--- config.mk ---
export PLATFORM = sky130hd
export DESIGN_NAME = cfg_word_decoder
export DESIGN_NICKNAME = d
export VERILOG_FILES = /design/src/inc/cfg_word_pkg.sv /design/src/logic/seq_stepper.sv /design/src/logic/cfg_word_decoder.sv
export SDC_FILE = /design/constraint.sdc
export NUM_CORES = 1
export LEC_CHECK = 0
export BUFFER_PORTS_ARGS = -buffer_cell sky130_fd_sc_hd__buf_2
export CAP_MARGIN = 20
export CORE_MARGIN = 10
export CORE_UTILIZATION = 35
export CTS_BUF_LIST = sky130_fd_sc_hd__clkbuf_4
export CTS_CLUSTER_DIAMETER = 100
export DETAILED_ROUTE_END_ITERATION = 10
export REMOVE_ABC_BUFFERS = 1
export SETUP_SLACK_MARGIN = 0.3
export SYNTH_ARGS = -nofsm -noshare
export SYNTH_HDL_FRONTEND = slang
export SYNTH_SLANG_ARGS = --single-unit
--- constraint.sdc ---
create_clock -name i_clk -period 5.39 [get_ports i_clk]
set_input_delay 0.539 -clock i_clk [delete_from_list [all_inputs] [get_ports i_clk]]
set_output_delay 0.539 -clock i_clk [all_outputs]
set_load 0.01 [all_outputs]
--- src/inc/cfg_word_pkg.sv ---
// Purpose: Constants shared by the converter setup word decoder.
// Assumes: A 14-bit setup word shifted in MSB first over a serial link.
// Notes: Field positions, codes, reset values and counts live here.
// Contract
// - Pairing 00x gives bipolar differential, bit 10 ignored.
// - Pairing 010 bipolar vs common; 011 temperature.
// - Pairing 10x gives unipolar differential, LSB ignored.
// - Pairing 110 common ground sense; 111 ground.
// - Bandwidth bit 0 quarter bandwidth, 1 full.
// - Reference 001 internal 4.096V, sensor on; avoid unused.
// - Reference 010 external, 011 buffered; sensor on.
// - Reference 110 external, 111 buffered; sensor off.
// - Internal reference enabled keeps temperature sensor powered.
// - Sequencer 00 off; 01 keeps running sequence.
// - Sequencer 10 scans channels then one temperature.
// - Sequencer 11 scans channels then wraps to zero.
// - Readback bit 0 appends word after result.
// - Bit 13 low keeps current setup word.
// - Word MSB first, first 14 rising clocks.
// - New word applies only at conversion end.
// - Two conversions with data high load all ones.
package cfg_word_pkg;
  localparam int unsigned WORD_W = 14;
  localparam int unsigned CNT_W = 4;
  localparam logic [3:0] WORD_BITS = 4'he;
  localparam logic [13:0] WORD_RESET = 14'h3fff;
  localparam logic [1:0] SCAN_RESET = 2'h3;
  localparam int unsigned UPDATE_BIT = 13;
  localparam int unsigned PAIR_HI = 12;
  localparam int unsigned PAIR_LO = 10;
  localparam int unsigned CHAN_HI = 9;
  localparam int unsigned CHAN_LO = 7;
  localparam int unsigned BW_BIT = 6;
  localparam int unsigned REF_HI = 5;
  localparam int unsigned REF_LO = 3;
  localparam int unsigned SEQ_HI = 2;
  localparam int unsigned SEQ_LO = 1;
  localparam int unsigned READBACK_BIT = 0;
  localparam logic [2:0] PAIR_TEMP = 3'h3;
  localparam logic [2:0] PAIR_SE_COM_GND = 3'h6;
  localparam logic [2:0] REF_INTERNAL = 3'h1;
  localparam logic [2:0] REF_EXT_SENSOR = 3'h2;
  localparam logic [2:0] REF_BUF_SENSOR = 3'h3;
  localparam logic [2:0] REF_EXT_QUIET = 3'h6;
  localparam logic [2:0] REF_BUF_QUIET = 3'h7;
  localparam logic [1:0] SEQ_OFF = 2'h0;
  localparam logic [1:0] SEQ_KEEP = 2'h1;
  localparam logic [1:0] SEQ_SCAN_TEMP = 2'h2;
  localparam logic [1:0] SEQ_SCAN = 2'h3;
endpackage

--- src/logic/seq_stepper.sv ---
// Purpose: Steps the conversion channel for the channel sequencer.
// Assumes: i_step pulses once per end of conversion.
// Notes: Mode 00 parks at channel 0; modes 1x scan up to i_last.
module seq_stepper #(
  parameter int unsigned CH_W = 3
) (
  input wire logic i_clk,
  input wire logic i_rst_n,
  input wire logic i_ce,
  input wire logic i_step,
  input wire logic i_restart,
  input wire logic [1:0] i_mode,
  input wire logic [CH_W-1:0] i_last,
  output logic [CH_W-1:0] o_channel,
  output logic o_temp_slot
);
  logic [CH_W-1:0] ch_reg;
  logic [CH_W-1:0] ch_next;
  logic temp_reg;
  logic temp_next;
  logic scanning;
  logic at_last;

  // Next position: after the last channel either a temperature slot or wrap.
  assign scanning = i_mode[1];
  assign at_last = (ch_reg >= i_last);
  assign ch_next = (!scanning || i_restart || temp_reg || at_last) ?
                   '0 : ch_reg + CH_W'(1);
  assign temp_next = scanning && !i_restart && !temp_reg && at_last &&
                     (i_mode == cfg_word_pkg::SEQ_SCAN_TEMP);

  // Position advances only at the end of each conversion.
  always_ff @(posedge i_clk or negedge i_rst_n) begin
    if (!i_rst_n) begin
      ch_reg <= '0;
      temp_reg <= 1'b0;
    end else if (i_ce && i_step) begin
      ch_reg <= ch_next;
      temp_reg <= temp_next;
    end
  end

  assign o_channel = ch_reg;
  assign o_temp_slot = temp_reg;
endmodule // seq_stepper

--- src/logic/cfg_word_decoder.sv ---
// Purpose: Receives and decodes the converter setup word.
// Assumes: i_eoc is a one-cycle end-of-conversion pulse on i_clk.
// Notes: Serial pins are synchronised; rising clock edges are sampled.
module cfg_word_decoder (
  input wire logic i_clk,
  input wire logic i_rst_n,
  input wire logic i_ce,
  input wire logic i_cnv,
  input wire logic i_sck,
  input wire logic i_din,
  input wire logic i_eoc,
  output logic [13:0] o_setup_word,
  output logic o_bipolar,
  output logic o_differential,
  output logic o_com_ref,
  output logic o_temp_input,
  output logic [2:0] o_channel_select,
  output logic o_quarter_bw,
  output logic o_int_ref_en,
  output logic o_ext_ref_en,
  output logic o_ref_buffer_en,
  output logic o_temp_sensor_en,
  output logic o_ref_code_unused,
  output logic o_readback_en,
  output logic [2:0] o_conv_channel,
  output logic o_conv_temp
);
  localparam int unsigned W = cfg_word_pkg::WORD_W;

  logic [2:0] cnv_sync_reg;
  logic [2:0] sck_sync_reg;
  logic [1:0] din_sync_reg;
  logic cnv_s;
  logic sck_rise;
  logic frame_start;
  logic din_s;
  logic [W-1:0] shift_reg;
  logic [W-1:0] shift_next;
  logic [cfg_word_pkg::CNT_W-1:0] count_reg;
  logic [cfg_word_pkg::CNT_W-1:0] count_next;
  logic take_bit;
  logic word_done;
  logic pend_reg;
  logic [W-1:0] pend_word_reg;
  logic apply;
  logic [W-1:0] active_reg;
  logic [1:0] scan_reg;
  logic [1:0] scan_next;
  logic [2:0] pair;
  logic [2:0] ref_code;
  logic [1:0] seq_code;
  logic seq_ch_unused;
  logic seq_temp;
  logic [2:0] seq_ch;
  logic restart_scan;

  // Pin synchronisers; only the second stage onward is read.
  always_ff @(posedge i_clk or negedge i_rst_n) begin
    if (!i_rst_n) begin
      cnv_sync_reg <= 3'h7;
      sck_sync_reg <= 3'h0;
      din_sync_reg <= 2'h0;
    end else if (i_ce) begin
      cnv_sync_reg <= {cnv_sync_reg[1:0], i_cnv};
      sck_sync_reg <= {sck_sync_reg[1:0], i_sck};
      din_sync_reg <= {din_sync_reg[0], i_din};
    end
  end

  // Edge detection on the synchronised pins.
  assign cnv_s = cnv_sync_reg[1];
  assign din_s = din_sync_reg[1];
  assign sck_rise = sck_sync_reg[1] && !sck_sync_reg[2];
  assign frame_start = !cnv_s && cnv_sync_reg[2];

  // Bits are taken MSB first on the first 14 rising clocks of a frame.
  assign take_bit = sck_rise && !cnv_s &&
                    (count_reg < cfg_word_pkg::WORD_BITS);
  assign shift_next = {shift_reg[W-2:0], din_s};
  assign count_next = count_reg + 4'h1;
  assign word_done = take_bit && (count_next == cfg_word_pkg::WORD_BITS);

  // A word unfinished at conversion end or frame start is discarded.
  always_ff @(posedge i_clk or negedge i_rst_n) begin
    if (!i_rst_n) begin
      shift_reg <= '0;
      count_reg <= '0;
    end else if (i_ce) begin
      if (i_eoc || frame_start) begin
        count_reg <= '0;
      end else if (take_bit) begin
        shift_reg <= shift_next;
        count_reg <= count_next;
      end
    end
  end

  // A complete word waits here for the end of the conversion.
  // A word finishing on that same edge waits for the next one (set wins).
  assign apply = i_eoc && pend_reg;
  always_ff @(posedge i_clk or negedge i_rst_n) begin
    if (!i_rst_n) begin
      pend_reg <= 1'b0;
      pend_word_reg <= '0;
    end else if (i_ce) begin
      if (word_done) begin
        pend_reg <= 1'b1;
        pend_word_reg <= shift_next;
      end else if (i_eoc) begin
        pend_reg <= 1'b0;
      end
    end
  end

  // Scan mode carried forward while the keep code is written.
  assign scan_next = (pend_word_reg[cfg_word_pkg::SEQ_HI:
                                    cfg_word_pkg::SEQ_LO] ==
                      cfg_word_pkg::SEQ_KEEP) ?
                     scan_reg :
                     pend_word_reg[cfg_word_pkg::SEQ_HI:
                                   cfg_word_pkg::SEQ_LO];

  // The word in force changes only at conversion end with bit 13 set.
  always_ff @(posedge i_clk or negedge i_rst_n) begin
    if (!i_rst_n) begin
      active_reg <= cfg_word_pkg::WORD_RESET;
      scan_reg <= cfg_word_pkg::SCAN_RESET;
    end else if (i_ce && apply &&
                 pend_word_reg[cfg_word_pkg::UPDATE_BIT]) begin
      active_reg <= pend_word_reg;
      scan_reg <= scan_next;
    end
  end

  // Field decode of the word in force.
  assign pair = active_reg[cfg_word_pkg::PAIR_HI:cfg_word_pkg::PAIR_LO];
  assign ref_code = active_reg[cfg_word_pkg::REF_HI:cfg_word_pkg::REF_LO];
  assign seq_code = active_reg[cfg_word_pkg::SEQ_HI:cfg_word_pkg::SEQ_LO];
  assign o_setup_word = active_reg;
  assign o_bipolar = !pair[2] && !o_temp_input;
  assign o_differential = !pair[1];
  assign o_com_ref = (pair == 3'h2) ||
                     (pair == cfg_word_pkg::PAIR_SE_COM_GND);
  assign o_temp_input = (pair == cfg_word_pkg::PAIR_TEMP);
  assign o_channel_select = active_reg[cfg_word_pkg::CHAN_HI:
                                       cfg_word_pkg::CHAN_LO];
  assign o_quarter_bw = !active_reg[cfg_word_pkg::BW_BIT];
  assign o_readback_en = !active_reg[cfg_word_pkg::READBACK_BIT];

  // Reference source, buffer and temperature sensor power.
  assign o_int_ref_en = (ref_code == cfg_word_pkg::REF_INTERNAL);
  assign o_ext_ref_en = (ref_code == cfg_word_pkg::REF_EXT_SENSOR) ||
                        (ref_code == cfg_word_pkg::REF_BUF_SENSOR) ||
                        (ref_code == cfg_word_pkg::REF_EXT_QUIET) ||
                        (ref_code == cfg_word_pkg::REF_BUF_QUIET);
  assign o_ref_buffer_en = (ref_code == cfg_word_pkg::REF_BUF_SENSOR) ||
                           (ref_code == cfg_word_pkg::REF_BUF_QUIET);
  assign o_temp_sensor_en = o_int_ref_en ||
                            (ref_code == cfg_word_pkg::REF_EXT_SENSOR) ||
                            (ref_code == cfg_word_pkg::REF_BUF_SENSOR);
  assign o_ref_code_unused = (ref_code == 3'h0) ||
                             (ref_code == 3'h4) ||
                             (ref_code == 3'h5);

  // Channel sequencer; a new scan restarts at channel 0.
  assign restart_scan = apply && pend_word_reg[cfg_word_pkg::UPDATE_BIT] &&
                        (scan_next != scan_reg);
  seq_stepper #(
    .CH_W(3)
  ) u_stepper (
    .i_clk(i_clk),
    .i_rst_n(i_rst_n),
    .i_ce(i_ce),
    .i_step(i_eoc),
    .i_restart(restart_scan),
    .i_mode(scan_reg),
    .i_last(o_channel_select),
    .o_channel(seq_ch),
    .o_temp_slot(seq_temp)
  );

  // Conversion target follows the sequencer only while it scans.
  assign seq_ch_unused = (scan_reg == cfg_word_pkg::SEQ_OFF);
  assign o_conv_channel = seq_ch_unused ? o_channel_select : seq_ch;
  assign o_conv_temp = o_temp_input ||
                       (!seq_ch_unused && seq_temp);
endmodule // cfg_word_decoder

Word-level counts from Yosys, hierarchy flattened
Cells that the tools add are included.
Cells by class
  add/sub/neg operators: 2
  order comparisons: 2
  equal/unequal tests: 14
  muxes and demuxes: 7
  bitwise gates (word level): 1
  reduce and logical (&&, ||, !) cells: 50
Operators with widths (number)
  1-bit logical AND: 17
  3-bit == test, second input constant: 5
  1-bit logical OR: 14
  3-bit by 2-bit == test with 1-bit output, second input constant: 4
  1-bit logical NOT: 11
  4-bit 2-to-1 mux: 2
  3-bit 2-to-1 mux: 2
  2-bit AND reduction: 3
  4-bit by 1-bit adder with 4-bit output, second input constant: 1
  4-bit == test, second input constant: 1
  4-bit less-than comparator, second input constant: 1
  2-bit nonzero test: 2
  3-bit by 1-bit adder with 3-bit output, second input constant: 1
  3-bit by 1-bit == test with 1-bit output, second input constant: 1
  3-bit greater-or-equal comparator: 1
  3-bit logical NOT: 1
  3-bit AND reduction: 1
  2-bit by 1-bit == test with 1-bit output, second input constant: 1
  2-bit == test, second input constant: 1
  2-bit logical NOT: 1
  1-bit 2-to-1 mux: 2
  2-bit 2-to-1 mux: 1
  2-bit inequality test: 1
  1-bit inverter: 1
Storage, ports and cells
  register bits after elaboration: 60

Depth between registers and ports, before layout
  depth after elaboration: 9
  gate-level depth with buffers: 7
  depth with buffers taken out: 6

Modules after synthesis
A second synthesis with hierarchy kept.
Unflattened totals
  cell total of the unflattened synthesis: 226
  area, all modules: 2668.8 um^2
By module, submodules not included
  cfg_word_decoder: instances 1, cells an instance 195, area each 2394.8 um^2, sequential area each 1425.1 um^2
  seq_stepper: instances 1, cells an instance 31, area each 274.0 um^2, sequential area each 100.1 um^2

Worst setup path after synthesis
Ideal clock, no wire load.
  kind: in2reg
  start: input i_ce
  end: register shift_reg[1]
  setup time: 125 ps
  arrival: 1773 ps
  required time: 5265 ps
  setup slack: 3492 ps
  stages: 6
  path buffers: 2
  cell sequence: nand4bb_1 a31o_1 or3_1 buf_2 buf_6 mux2_4
On the way
  cells in the longest elaborated chain, start to end: 1
RTL lines
  start: declaration: line cfg_word_decoder.sv:7  | input wire logic i_ce,
  3-bit AND reduction (no line)
  end signal: assignment: line cfg_word_decoder.sv:92  | shift_reg <= shift_next;
  end: declaration: line cfg_word_decoder.sv:37  | logic [W-1:0] shift_reg;
No other way between the ends.
A chain may end at the register's enable or synchronous reset.

Worst setup path after layout
  start: register scan_reg[0]
  end: output o_conv_channel[2]
On the way
  cells in the longest elaborated chain, start to end: 2
RTL lines
  start: declaration: line cfg_word_decoder.sv:47  | logic [1:0] scan_reg;
  start signal: assignment: line cfg_word_decoder.sv:127  | scan_reg <= cfg_word_pkg::SCAN_RESET;
  start signal: assignment: line cfg_word_decoder.sv:131  | scan_reg <= scan_next;
  2-bit logical NOT: line cfg_word_decoder.sv:183  | assign seq_ch_unused = (scan_reg == cfg_word_pkg::SEQ_OFF);
  3-bit 2-to-1 mux: line cfg_word_decoder.sv:184  | assign o_conv_channel = seq_ch_unused ? o_channel_select : seq_ch;
  end: declaration: line cfg_word_decoder.sv:25  | output logic [2:0] o_conv_channel,
No other way between the ends.

==> impl_metrics.ini <==
[worst_setup_path]
critPathKind = flip-flop to primary output
slowest_delay_ns = 0.41
critical_path_required_ns = 4.85
cp-end-kind = primary output
rr_worst_depth = 4
crit_chain = nor2_1 > mux2_2 > buf_2
cp.arrival_ns = 1.55
path_max_fanout = 5
cpMaxStageDelayCell = dfstp_2
start_kind = flip-flop

[sta]
fmax_mhz = 479
tns_ns = 0
fin_crit_sh_pct = 38.8
slew_viol_final = 0
fin_skew_ns = 0.0124
hold_violations = 0
period_minus_slack_ns = 2.09
worstMarginPinSlew_ns = 0.906
max_slew_margin_pct = 39.4
grt_setup_unrepaired = false
finalSetupViolCount = 0

[grt]
grt.total_usage_pct = 8.99
grt-ovfl-total = 0
antenna_found_initial = 0
grt_pass1_vias = 1714
grt_pass1_wl_um = 8360
grt_max_degree = 61

[floorplanning]
io_pins = 39
start_util_pct = 36.6
die_h_um = 108
dieArea_um2 = 11600
fp-row-count = 31
die_w_um = 108
core_region_area_um2 = 7370

[yosys]
syn_area_um2 = 2700
ys_seq_area_share_pct = 56.6
synth-warning-count = 0
synthesis.instances = 205
avgSynthCellArea_um2 = 13.1
synth_cell_types = 41
synth_seq_cells = 60

[cts]
insertion_delay_ns = 0.38
root_buffer = clkbuf_4
cts_tree = built
cts_hold_buffers = 0
cts.sinks = 60
htree_num_levels = 3
clockBufferDepth = 2
cts_setup_buffers = 0
cts_resized = 0
clkTransAtPathRegs_ns = 0.10
cts_buffers = 9

[pwr]
p_leak_nw = 1.56
p_per_area_nw_per_um2 = 271
power.total_mw = 0.838
vdd_drop_max_v = 0.000113

[finish]
num_antenna_cells = 0
final_nets = 257
drive_gt1_share_pct = 50.2
mostFrequentLayoutCells = 41 x dfrtp_1, 40 x mux2_2, 38 x buf_2
area.growth.synth_to_final_pct = 14.6
layout_commonest_cell = dfrtp_1

[detailed_routing]
drc = 0
final_antenna_net_count = 0
wire_per_inst_um = 14.0
routed_wl_um = 4880
drt_iter0_drc = 42
via_count = 1670
viasPerCell = 4.80
dr.pass1.iters = 4

[status]
status = finished, final reports clean

[run]
drv_cap = 0

[place]
place.gp.congestion = 0.798
dp_hpwl_um = 3410
numPortBuffers = 38

[worst_hold_path]
worst_hold_path_type = primary input to async pin
-- per-layer routing --
layer	track usage (%)	up-vias	wire (um)
met1	10.8	835	2210
met2	13.6	32	2250
li1	-	796	-
met3	3.47	7	354
met4	4.87	0	67
met5	0	-	0
-- synthesized netlist by cell type (all sizes together) --
cell type,n,area [um^2]
a2111oi,1,8.76
inv,10,37.5
o41ai,1,8.76
nand4,1,6.26
a21bo,1,10.0
mux2i,1,10.0
ha,6,75.1
xor2,1,8.76
and4b,1,10.0
nand3,2,10.0
nand3b,1,7.51
xnor2,1,8.76
or3,2,12.5
mux2,49,586
a221o,1,10.0
and2,2,12.5
dfrtp,41,1030
nor2,7,26.3
nand2,14,52.6
nor3b,1,7.51
a21oi,5,25.0
and3,2,12.5
nand2b,2,12.5
a31o,1,8.76
dfstp,19,499
buf,7,47.5
nor2b,5,31.3
o211ai,1,7.51
clkbuf,4,15.0
or2,1,6.26
a41o,1,10.0
a22o,2,17.5
a211oi,1,7.51
nand4bb,1,11.3
nor3,1,5.00
o2111ai,1,8.76
o21ai,7,35.0
-- power breakdown --
part	internal (mW)	switching (mW)	leakage (nW)
Combinational	0.0233	0.0208	0.729
Sequential	0.471	0.0163	0.756
Clock	0.150	0.156	0.0766
-- worst max-delay path: cells and delay by family (launching register included) --
kind	cells	cell delay (ns)
flip-flops	1	0.41
multiplexers	1	0.37
AND/OR/NAND/NOR	1	0.25
buffers and inverters	1	0.14
-- per-stage QoR --
stage / area [um^2] / util [%] / worst slack, ns / std cells / hold slack [ns]
finish: 3090 / 41.9 / 3.30 / 348 / 0.296
global route: 3090 / 41.9 / 3.18 / 348 / 0.332
CTS: 3090 / 41.9 / 3.27 / 348 / 0.298
detailed placement: 2950 / 40.1 / 2.93 / 332 / 0.454
global placement: 2950 / 40.1 / 2.99 / 332 / 0.453
floorplan: 2630 / - / 3.43 / 194 / 0.243
-- worst paths after layout --
kind                                        startpoint                            end  slack [ns]
max in group asynchronous                      i_rst_n    sck_sync_reg[1]$_DFFE_PN0P_        4.61
setup / recovery               scan_reg[0]$_DFFE_PN1P_              o_conv_channel[2]        3.30
min in group i_clk                               i_cnv    cnv_sync_reg[0]$_DFFE_PN1P_        0.39
hold / removal                                 i_rst_n  pend_word_reg[12]$_DFFE_PN0P_        0.30
setup reg to reg           cnv_sync_reg[1]$_DFFE_PN1P_       shift_reg[0]$_DFFE_PN0P_        3.35
hold reg to reg            o_setup_word[2]$_DFFE_PN1P_    o_setup_word[2]$_DFFE_PN1P_        0.47
-- cells by family (layout without fill, tap and decap cells) --
| group | after synthesis | after routing | share of synthesized area (%) |
|---|---|---|---|
| xor gates and xnor gates | 2 | 2 | 0.650 |
| and+or+nand+nor | 43 | 43 | 8.31 |
| AOI/OAI and AO/OA | 23 | 23 | 5.85 |
| buffers and inverters | 21 | 65 | 3.71 |
| muxes | 50 | 50 | 22.1 |
| DFF | 60 | 60 | 56.6 |
| adders and majority gates | 6 | 6 | 2.79 |
-- final cells by class --
cell class                 count  area, um^2
tap                           99         124
inverter                      10        37.5
multi-input combinational    124        1070
timing repair buffer          39         198
clock inverter                 5        52.6
fill                         714        4280
clock buffer                  11        82.6
sequential                    60        1530
No activity file was read; power rests on OpenSTA's default activity.
